File: src/rtl/cssr_pkg.sv
// Constants, types and decode functions shared by the clock select and start-up reset block
package cssr_pkg;

    // Register offsets on the plain register port
    localparam logic [7:0] CSSR_ADDR_GPR1    = 8'h2A;
    localparam logic [7:0] CSSR_ADDR_STATUS  = 8'h2B;
    localparam logic [7:0] CSSR_ADDR_SLEEP   = 8'h2C;

    // Field positions in the sleep control register
    localparam int CSSR_SLEEP_EN_BIT   = 0;
    localparam int CSSR_SLEEP_MODE_LSB = 1;

    // Values after reset: shipped fuse setting and cleared registers
    localparam logic [3:0] CSSR_CLOCK_SOURCE_SELECT_FUSES_DEFAULT = 4'h2;
    localparam logic [1:0] CSSR_SUT_DEFAULT   = 2'h2;
    localparam logic       CSSR_DIV8_DEFAULT  = 1'b0;
    localparam logic [7:0] CSSR_GPR1_RESET    = 8'h00;
    localparam logic [2:0] CSSR_SLEEP_MODE_RESET = 3'h0;

    // Reset time-out lengths in watchdog oscillator cycles
    localparam logic [15:0] CSSR_TOUT_NONE  = 16'h0000;
    localparam logic [15:0] CSSR_TOUT_SHORT = 16'h0200;
    localparam logic [15:0] CSSR_TOUT_LONG  = 16'h2000;

    // Oscillator stabilisation lengths in oscillator cycles
    localparam logic [15:0] CSSR_SU_EXT      = 16'h0006;
    localparam logic [15:0] CSSR_SU_RES_SHRT = 16'h0102;
    localparam logic [15:0] CSSR_SU_RES_LONG = 16'h0400;
    localparam logic [15:0] CSSR_SU_XTAL     = 16'h4000;
    localparam logic [15:0] CSSR_SU_LOWFREQ  = 16'h8000;

    // Sleep mode encodings
    localparam logic [2:0] CSSR_SM_IDLE     = 3'h0;
    localparam logic [2:0] CSSR_SM_ADCNR    = 3'h1;
    localparam logic [2:0] CSSR_SM_PDOWN    = 3'h2;
    localparam logic [2:0] CSSR_SM_PSAVE    = 3'h3;
    localparam logic [2:0] CSSR_SM_STANDBY  = 3'h6;
    localparam logic [2:0] CSSR_SM_XSTANDBY = 3'h7;

    typedef enum logic [2:0] {
        CSSR_SRC_LOWPOWER_XTAL,
        CSSR_SRC_FULLSWING_XTAL,
        CSSR_SRC_LOWFREQ_XTAL,
        CSSR_SRC_RC_128K,
        CSSR_SRC_RC_CAL,
        CSSR_SRC_EXTERNAL,
        CSSR_SRC_RESERVED
    } cssr_source_t;

    typedef enum logic [2:0] {
        CSSR_ST_HOLD,
        CSSR_ST_TIMEOUT,
        CSSR_ST_STARTUP,
        CSSR_ST_RUN,
        CSSR_ST_SLEEP
    } cssr_state_t;

    // A fuse reads zero when programmed
    function automatic logic cssr_programmed(input logic fuseBit);
        cssr_programmed = ~fuseBit;
    endfunction : cssr_programmed

    // Clock source kind from the four select fuses
    function automatic cssr_source_t cssr_decode_source(input logic [3:0] sel);
        if (sel[3])
            cssr_decode_source = CSSR_SRC_LOWPOWER_XTAL;
        else if (sel[3:1] == 3'h3)
            cssr_decode_source = CSSR_SRC_FULLSWING_XTAL;
        else if (sel[3:1] == 3'h2)
            cssr_decode_source = CSSR_SRC_LOWFREQ_XTAL;
        else if (sel == 4'h3)
            cssr_decode_source = CSSR_SRC_RC_128K;
        else if (sel == 4'h2)
            cssr_decode_source = CSSR_SRC_RC_CAL;
        else if (sel == 4'h0)
            cssr_decode_source = CSSR_SRC_EXTERNAL;
        else
            cssr_decode_source = CSSR_SRC_RESERVED;
    endfunction : cssr_decode_source

    function automatic logic cssr_is_xtal(input cssr_source_t src);
        cssr_is_xtal = (src == CSSR_SRC_LOWPOWER_XTAL) || (src == CSSR_SRC_FULLSWING_XTAL);
    endfunction : cssr_is_xtal

    // Time-out length from the start-up and select fuses
    function automatic logic [15:0] cssr_timeout_cycles(input logic [3:0] sel, input logic [1:0] startup_time_fuses);
        logic [2:0] code;
        code = {sel[0], startup_time_fuses};
        if (cssr_is_xtal(cssr_decode_source(sel)))
        begin
            case (code)
                3'h2, 3'h5: cssr_timeout_cycles = CSSR_TOUT_NONE;
                3'h0, 3'h3, 3'h6: cssr_timeout_cycles = CSSR_TOUT_SHORT;
                default: cssr_timeout_cycles = CSSR_TOUT_LONG;
            endcase
        end
        else
        begin
            case (startup_time_fuses)
                2'h0: cssr_timeout_cycles = CSSR_TOUT_NONE;
                2'h1: cssr_timeout_cycles = CSSR_TOUT_SHORT;
                default: cssr_timeout_cycles = CSSR_TOUT_LONG;
            endcase
        end
    endfunction : cssr_timeout_cycles

    // Stabilisation length from the clock type
    function automatic logic [15:0] cssr_startup_cycles(input logic [3:0] sel, input logic [1:0] startup_time_fuses);
        logic [2:0] code;
        code = {sel[0], startup_time_fuses};
        case (cssr_decode_source(sel))
            CSSR_SRC_LOWFREQ_XTAL: cssr_startup_cycles = CSSR_SU_LOWFREQ;
            CSSR_SRC_LOWPOWER_XTAL, CSSR_SRC_FULLSWING_XTAL:
            begin
                if (code < 3'h2)
                    cssr_startup_cycles = CSSR_SU_RES_SHRT;
                else if (code < 3'h5)
                    cssr_startup_cycles = CSSR_SU_RES_LONG;
                else
                    cssr_startup_cycles = CSSR_SU_XTAL;
            end
            default: cssr_startup_cycles = CSSR_SU_EXT;
        endcase
    endfunction : cssr_startup_cycles

endpackage : cssr_pkg

File: src/rtl/cssr_cycle_counter.sv
// Loadable down-counter of oscillator ticks with a sticky done flag
`timescale 1ns/1ps
module cssr_cycle_counter
    import cssr_pkg::*;
(
    input  wire logic        clk,
    input  wire logic        rst,
    input  wire logic        start,
    input  wire logic [15:0] target,
    input  wire logic        tick,
    output logic             done
);

    typedef struct packed {
        logic [15:0] count;
        logic        busy;
        logic        done;
    } cssr_cnt_state_t;

    cssr_cnt_state_t s;
    cssr_cnt_state_t next_s;

    // A zero target finishes at once; done holds until the next start
    always_comb
    begin
        next_s = s;
        if (start)
        begin
            next_s.count = target;
            next_s.busy  = (target != 16'h0000);
            next_s.done  = (target == 16'h0000);
        end
        else if (s.busy && tick)
        begin
            next_s.count = s.count - 16'h0001;
            if (s.count == 16'h0001)
            begin
                next_s.busy = 1'b0;
                next_s.done = 1'b1;
            end
        end
    end

    always_ff @(posedge clk)
    begin
        if (rst)
            s <= '0;
        else
            s <= next_s;
    end

    assign done = s.done;

endmodule : cssr_cycle_counter

File: src/rtl/cssr_top.sv
// Clock source decode, start-up reset sequencing, sleep gating of clock domains and a spare byte register
//
// The plain strobed port was left to the implementer.
`timescale 1ns/1ps

// Notes on behaviour
// Decode four select fuses into source kind
// Fuse bit zero means programmed
// Reset defaults to calibrated RC, divide eight
// Extra time-out reset after other resets release
// Time-out is 0, 512 or 8192 ticks
// Count oscillator ticks, then release internal reset
// Stabilisation count depends on clock type
// Wake from power-down/save uses start-up only
// Core clock stops with core in sleep
// Peripheral clock gated; wake input stays live
// Flash clock follows core clock
// Async timer clock survives power-save sleep
// Converter clock runs while core, peripheral stop
// Each domain gated per sleep mode
// Software: skip time-out only with brownout_detector
// Byte register, read/write, resets to zero
// Clocks gated until both counts complete
module cssr_top
    import cssr_pkg::*;
(
    input  wire logic       clk,
    input  wire logic       rst,
    input  wire logic [3:0] clockSourceSelectFuses,
    input  wire logic [1:0] startupTimeFuses,
    input  wire logic       divideByEightFuse,
    input  wire logic       otherResetActive,
    input  wire logic       watchdogTick,
    input  wire logic       oscillatorTick,
    input  wire logic       sleepRequest,
    input  wire logic       wakeEvent,
    input  wire logic [7:0] regAddr,
    input  wire logic [7:0] regWriteData,
    input  wire logic       regWrite,
    input  wire logic       regRead,
    output logic [7:0]      regReadData,
    output logic            internalReset,
    output logic            coreClockEn,
    output logic            ioClockEn,
    output logic            flashClockEn,
    output logic            asyncTimerClockEn,
    output logic            converterClockEn,
    output logic            divideByEight,
    output logic [2:0]      clockSourceKind
);

    typedef struct packed {
        cssr_state_t state;
        logic [3:0]  clock_source_select_fuses;
        logic [1:0]  startup_time_fuses;
        logic        div8;
        logic        coldStart;
        logic        loadTimeout;
        logic        loadStartup;
        logic [2:0]  sleepMode;
        logic        sleepEnable;
        logic [7:0]  gpr1;
        logic [7:0]  readData;
        logic        intReset;
        logic        coreEn;
        logic        ioEn;
        logic        flashEn;
        logic        asyEn;
        logic        adcEn;
        logic [2:0]  kind;
    } cssr_top_state_t;

    cssr_top_state_t s;
    cssr_top_state_t next_s;
    logic            timeoutDone;
    logic            startupDone;

    // Time-out runs on watchdog oscillator ticks
    cssr_cycle_counter u_timeout (
        .clk    (clk),
        .rst    (rst),
        .start  (s.loadTimeout),
        .target (cssr_timeout_cycles(s.clock_source_select_fuses, s.startup_time_fuses)),
        .tick   (watchdogTick),
        .done   (timeoutDone)
    );

    // Stabilisation runs on the selected oscillator's ticks
    cssr_cycle_counter u_startup (
        .clk    (clk),
        .rst    (rst),
        .start  (s.loadStartup),
        .target (cssr_startup_cycles(s.clock_source_select_fuses, s.startup_time_fuses)),
        .tick   (oscillatorTick),
        .done   (startupDone)
    );

    // Valid sleep encodings only; reserved codes ignore the request
    function automatic logic modeValid(input logic [2:0] mode);
        modeValid = (mode == CSSR_SM_IDLE) || (mode == CSSR_SM_ADCNR) || (mode == CSSR_SM_PDOWN)
                    || (mode == CSSR_SM_PSAVE) || (mode == CSSR_SM_STANDBY) || (mode == CSSR_SM_XSTANDBY);
    endfunction : modeValid

    // Oscillator stops in these modes, so a wake must re-stabilise it
    function automatic logic needsStartup(input logic [2:0] mode);
        needsStartup = (mode == CSSR_SM_PDOWN) || (mode == CSSR_SM_PSAVE);
    endfunction : needsStartup

    // Sequencing, sleep gating and register access in one next-state pass
    always_comb
    begin
        next_s             = s;
        next_s.loadTimeout = 1'b0;
        next_s.loadStartup = 1'b0;
        next_s.readData    = 8'h00;

        case (s.state)
            CSSR_ST_HOLD:
            begin
                if (!otherResetActive)
                begin
                    // Fuses captured once, as the other resets let go
                    next_s.clock_source_select_fuses       = clockSourceSelectFuses;
                    next_s.startup_time_fuses         = startupTimeFuses;
                    next_s.div8        = cssr_programmed(divideByEightFuse);
                    next_s.loadTimeout = 1'b1;
                    next_s.coldStart   = 1'b1;
                    next_s.state       = CSSR_ST_TIMEOUT;
                end
            end
            CSSR_ST_TIMEOUT:
            begin
                if (!s.loadTimeout && timeoutDone)
                begin
                    next_s.loadStartup = 1'b1;
                    next_s.state       = CSSR_ST_STARTUP;
                end
            end
            CSSR_ST_STARTUP:
            begin
                if (!s.loadStartup && startupDone)
                begin
                    next_s.coldStart = 1'b0;
                    next_s.state     = CSSR_ST_RUN;
                end
            end
            CSSR_ST_RUN:
            begin
                if (sleepRequest && s.sleepEnable && modeValid(s.sleepMode))
                    next_s.state = CSSR_ST_SLEEP;
            end
            CSSR_ST_SLEEP:
            begin
                // Wake input is sampled on clk in every sleep mode, whatever the domain gating
                if (wakeEvent)
                begin
                    if (needsStartup(s.sleepMode))
                    begin
                        next_s.loadStartup = 1'b1;
                        next_s.state       = CSSR_ST_STARTUP;
                    end
                    else
                        next_s.state = CSSR_ST_RUN;
                end
            end
            default:
                next_s.state = CSSR_ST_HOLD;
        endcase

        // Any other reset source wins over every state
        if (otherResetActive)
        begin
            next_s.state       = CSSR_ST_HOLD;
            next_s.loadTimeout = 1'b0;
            next_s.loadStartup = 1'b0;
        end

        // Internal reset covers the cold start only, not a wake
        next_s.intReset = (next_s.state == CSSR_ST_HOLD) || (next_s.state == CSSR_ST_TIMEOUT)
                          || ((next_s.state == CSSR_ST_STARTUP) && next_s.coldStart);

        // Clock domain gating per state and sleep mode
        next_s.coreEn = 1'b0;
        next_s.ioEn   = 1'b0;
        next_s.asyEn  = 1'b0;
        next_s.adcEn  = 1'b0;
        if (next_s.state == CSSR_ST_RUN)
        begin
            next_s.coreEn = 1'b1;
            next_s.ioEn   = 1'b1;
            next_s.asyEn  = 1'b1;
            next_s.adcEn  = 1'b1;
        end
        else if (next_s.state == CSSR_ST_SLEEP)
        begin
            case (s.sleepMode)
                CSSR_SM_IDLE:
                begin
                    next_s.ioEn  = 1'b1;
                    next_s.asyEn = 1'b1;
                    next_s.adcEn = 1'b1;
                end
                CSSR_SM_ADCNR:
                begin
                    next_s.asyEn = 1'b1;
                    next_s.adcEn = 1'b1;
                end
                CSSR_SM_PSAVE, CSSR_SM_XSTANDBY:
                    next_s.asyEn = 1'b1;
                default:
                    next_s.asyEn = 1'b0;
            endcase
        end
        next_s.flashEn = next_s.coreEn;
        next_s.kind    = 3'(cssr_decode_source(next_s.clock_source_select_fuses));

        // Register writes; sleep control is accepted in any state, a new mode acts from the next cycle, also within a sleep
        if (regWrite)
        begin
            case (regAddr)
                CSSR_ADDR_GPR1:
                    next_s.gpr1 = regWriteData;
                CSSR_ADDR_SLEEP:
                begin
                    next_s.sleepEnable = regWriteData[CSSR_SLEEP_EN_BIT];
                    next_s.sleepMode   = regWriteData[CSSR_SLEEP_MODE_LSB +: 3];
                end
                default:
                    next_s.gpr1 = s.gpr1;
            endcase
        end

        // Reads answer one cycle later; unmapped offsets read zero
        if (regRead)
        begin
            case (regAddr)
                CSSR_ADDR_GPR1:
                    next_s.readData = s.gpr1;
                CSSR_ADDR_STATUS:
                    next_s.readData = {s.div8, s.kind, 1'b0, 3'(s.state)};
                CSSR_ADDR_SLEEP:
                    next_s.readData = {4'h0, s.sleepMode, s.sleepEnable};
                default:
                    next_s.readData = 8'h00;
            endcase
        end
    end

    // Reset loads the shipped fuse setting, so clocks start as delivered
    always_ff @(posedge clk)
    begin
        if (rst)
        begin
            s             <= '0;
            s.state       <= CSSR_ST_HOLD;
            s.clock_source_select_fuses       <= CSSR_CLOCK_SOURCE_SELECT_FUSES_DEFAULT;
            s.startup_time_fuses         <= CSSR_SUT_DEFAULT;
            s.div8        <= ~CSSR_DIV8_DEFAULT;
            s.coldStart   <= 1'b1;
            s.sleepMode   <= CSSR_SLEEP_MODE_RESET;
            s.gpr1        <= CSSR_GPR1_RESET;
            s.intReset    <= 1'b1;
            s.kind        <= 3'(CSSR_SRC_RC_CAL);
        end
        else
            s <= next_s;
    end

    assign regReadData       = s.readData;
    assign internalReset     = s.intReset;
    assign coreClockEn       = s.coreEn;
    assign ioClockEn         = s.ioEn;
    assign flashClockEn      = s.flashEn;
    assign asyncTimerClockEn = s.asyEn;
    assign converterClockEn  = s.adcEn;
    assign divideByEight     = s.div8;
    assign clockSourceKind   = s.kind;
endmodule : cssr_top

File: config.mk
export PLATFORM = sky130hd
export DESIGN_NAME = cssr_top
export DESIGN_NICKNAME = d
export VERILOG_FILES = /design/src/rtl/cssr_pkg.sv /design/src/rtl/cssr_cycle_counter.sv /design/src/rtl/cssr_top.sv
export SDC_FILE = /design/constraint.sdc
export NUM_CORES = 1
export LEC_CHECK = 0
export ABC_AREA = 0
export BUFFER_PORTS_ARGS = -buffer_cell sky130_fd_sc_hd__buf_2
export CAP_MARGIN = 20
export CELL_PAD_IN_SITES_DETAIL_PLACEMENT = 0
export CELL_PAD_IN_SITES_GLOBAL_PLACEMENT = 1
export CORE_AREA = 3 3 73 126
export CTS_CLUSTER_SIZE = 40
export DETAILED_ROUTE_END_ITERATION = 7
export DIE_AREA = 0 0 76 129
export PLACE_DENSITY = 0.89
export SLEW_MARGIN = 10
export SYNTH_ARGS = -nofsm -noshare
export SYNTH_HDL_FRONTEND = slang
export SYNTH_SLANG_ARGS = --single-unit
File: constraint.sdc
create_clock -name clk -period 3.5 [get_ports clk]
set_input_delay 0.7 -clock clk [delete_from_list [all_inputs] [get_ports clk]]
set_output_delay 0.7 -clock clk [all_outputs]
set_load 0.02 [all_outputs]
==> results.json <==
{
  "outcome": "finished, final reports clean",
  "synth_edf_count": 0,
  "grt_setup_unrepaired": "false",
  "syn_area_per_cell_um2": 8.817,
  "worst_setup_path_end_kind": "register",
  "vdd_drop_max_uv": 433.0,
  "setup_tns_ps": 0,
  "grt_max_degree": 39,
  "drive_above_1_share_pct": 17.01,
  "holdCritPathClass": "register to register",
  "grt_overflow": 0,
  "grt_pass1_wl_um": 13050,
  "remaining_drc_errors": 0,
  "cts_root_buffer": "clkbuf_16",
  "multi_input_area_um2": 1842,
  "rows": 44,
  "core_area_um2": 8313,
  "clk_latency_ps": 330,
  "dr.pass1.iters": 4,
  "drv_cap": 0,
  "ys_seq_elements": 77,
  "ys_seq_area_share_pct": 43.06,
  "dp_hpwl_um": 5525,
  "p_per_area_nw_per_um2": 513.9,
  "fill_cells": 799,
  "io_buffers": 49,
  "hold_violations": 0,
  "post-route-min-period_ps": 2032,
  "netlist_instances": 406,
  "clkSinkCount": 77,
  "crit_fanout": 7,
  "first_global_vias": 2859,
  "syn-cell-area_um2": 3580,
  "yosys-top-cells-area": "dfxtp_1 43%, nor2_1 7.1%, mux2i_1 5.9%",
  "crit_type": "register to register",
  "yosysUniqueCellTypes": 51,
  "cts.clk_slew.worst_paths_ps": 50,
  "tightest_slew_ps": 677.7,
  "fin_util_pct": 49.88,
  "fin_nets": 473,
  "syn2layout_area_growth_pct": 15.83,
  "grt_usage_pct": 16.60,
  "fmax_mhz": 492.0,
  "synth_top_area_cell": "dfxtp_1",
  "hold_depth": 2,
  "drt_wl_total_um": 7452,
  "startpoint_type": "register",
  "die_w_um": 76,
  "pin_count": 50,
  "finalSetupViolCount": 0,
  "dieArea_um2": 9804,
  "cts_resized": 0,
  "slew_headroom_pct": 54.21,
  "finalWeightedCongestion": 0.8470,
  "async_flop_share_pct": 0,
  "drtIter0Drc": 167,
  "via_per_inst": 5.113,
  "antenna_cells": 0,
  "h-tree-depth": 3,
  "arrival_ps": 2270,
  "synth_top_area_share_pct": 43.06,
  "initial_utilization_pct": 43.06,
  "r2r_cells": 5,
  "routedWlPerCell_um": 13.40,
  "regArea_um2": 1541,
  "cts_tree": "done",
  "yosys_most_used_dff": "dfxtp_1",
  "syn_nets": 442,
  "cts_made_buffers": 9,
  "finalClockSkew_ps": 4.735,
  "synth_warnings": 0,
  "slew_violations": 0,
  "p_leak_nw": 1.733,
  "worstPathRequired_ps": 3740,
  "num_vias": 2843,
  "cts_hold_buffers": 0,
  "drtAntennaViolNets": 0,
  "fin_crit_sh_pct": 58.07,
  "fp.dieH_um": 129,
  "antenna_found_initial": 0,
  "post_cts_buffers": 0,
  "cts_buffer_depth": 2
}
-- placed cells by master (no fill, tap or decap), types with 10 or more instances in the layout --
master	Yosys	final
xnor2_1	19	19
inv_1	10	10
buf_2	1	49
nor3_1	15	15
nor2_1	68	68
xor2_1	10	10
o21ai_0	10	10
nor4_1	10	10
mux2i_1	21	21
a21oi_1	17	17
nand2_1	20	20
dfxtp_1	77	77
-- path summary, 6_finish.rpt --
path,slack [ps],to,from
hold / removal,460,u_startup.done$_SDFFE_PP0P_,u_startup.done$_SDFFE_PP0P_
setup / recovery,1470,u_timeout.done$_SDFFE_PP0P_,u_timeout.s[4]$_SDFFE_PP0P_
setup reg to reg,1470,u_timeout.done$_SDFFE_PP0P_,u_timeout.s[4]$_SDFFE_PP0P_
hold reg to reg,460,u_startup.done$_SDFFE_PP0P_,u_startup.done$_SDFFE_PP0P_
-- registers in the layout, summed over array words and instances (netlist names), 3 cells and up --
name and cells:
u_startup.s 17, clockSourceKind 3, u_timeout.s 17, s 24, regReadData 8
-- stage by stage --
stage	area (um^2)	worst slack, ps	instances	total power, mW	hold WS (ps)
2_1_floorplan	3580	1452	406	1.079	421.9
3_3_place_gp	3817	1405	541	1.124	456.5
3_5_place_dp	3817	1296	541	1.129	458.1
4_1_cts	4146	1416	556	2.155	467.4
5_1_grt	4146	1314	556	2.223	484.2
6_report	4146	1468	556	2.131	463.0
-- layer usage --
layer	GRT usage (%)	part of all wire, %
met2	29.60	55
met5	0	0
met1	18.30	40
met3	3.011	2.4
met4	10.14	3.1
-- cells in the mapped netlist (all sizes together) (4+ instances only) --
| cell type | n |
|---|---|
| xnor2 | 19 |
| ha | 4 |
| nor3 | 16 |
| o21ai | 10 |
| a22oi | 4 |
| nand2b | 9 |
| nor3b | 7 |
| nand3 | 7 |
| a21oi | 17 |
| xor2 | 10 |
| nor4 | 12 |
| nand2 | 20 |
| nor2 | 68 |
| buf | 14 |
| mux2i | 21 |
| clkbuf | 16 |
| or3 | 7 |
| inv | 10 |
| nor2b | 9 |
| a211oi | 5 |
| dfxtp | 77 |
| o21a | 5 |
-- cell type report --
type | instances | share of cell area (%)
Multi-Input combinational cell | 289 | 44.42
Sequential cell | 77 | 37.18
Inverter | 10 | 0.9052
Clock inverter | 5 | 2.414
Tap cell | 115 | 3.470
Timing Repair Buffer | 50 | 6.095
Clock buffer | 10 | 5.522
-- worst max-delay path: stages (launching register included) --
cell and delay (ps):
dfxtp_1 350, or4_1 680, nor4_4 320, and4b_1 280
a211oi_1 90, nor3b_1 210
-- cells by family after synthesis --
kind of cell	after synthesis	synth area share, %
DFF	77	43.06
AOI/OAI and AO/OA	57	10.38
buffers and inverters	40	5.488
and+or+nand+nor	175	25.76
muxes	24	6.816
xor gates and xnor gates	29	7.095
adders and majority gates	4	1.398
-- power by group --
group / switching [mW] / internal (mW)
sequential: 0.0297 / 0.902
clock: 0.333 / 0.689
combinational: 0.0982 / 0.0787
(Power assumes the default switching activity.)
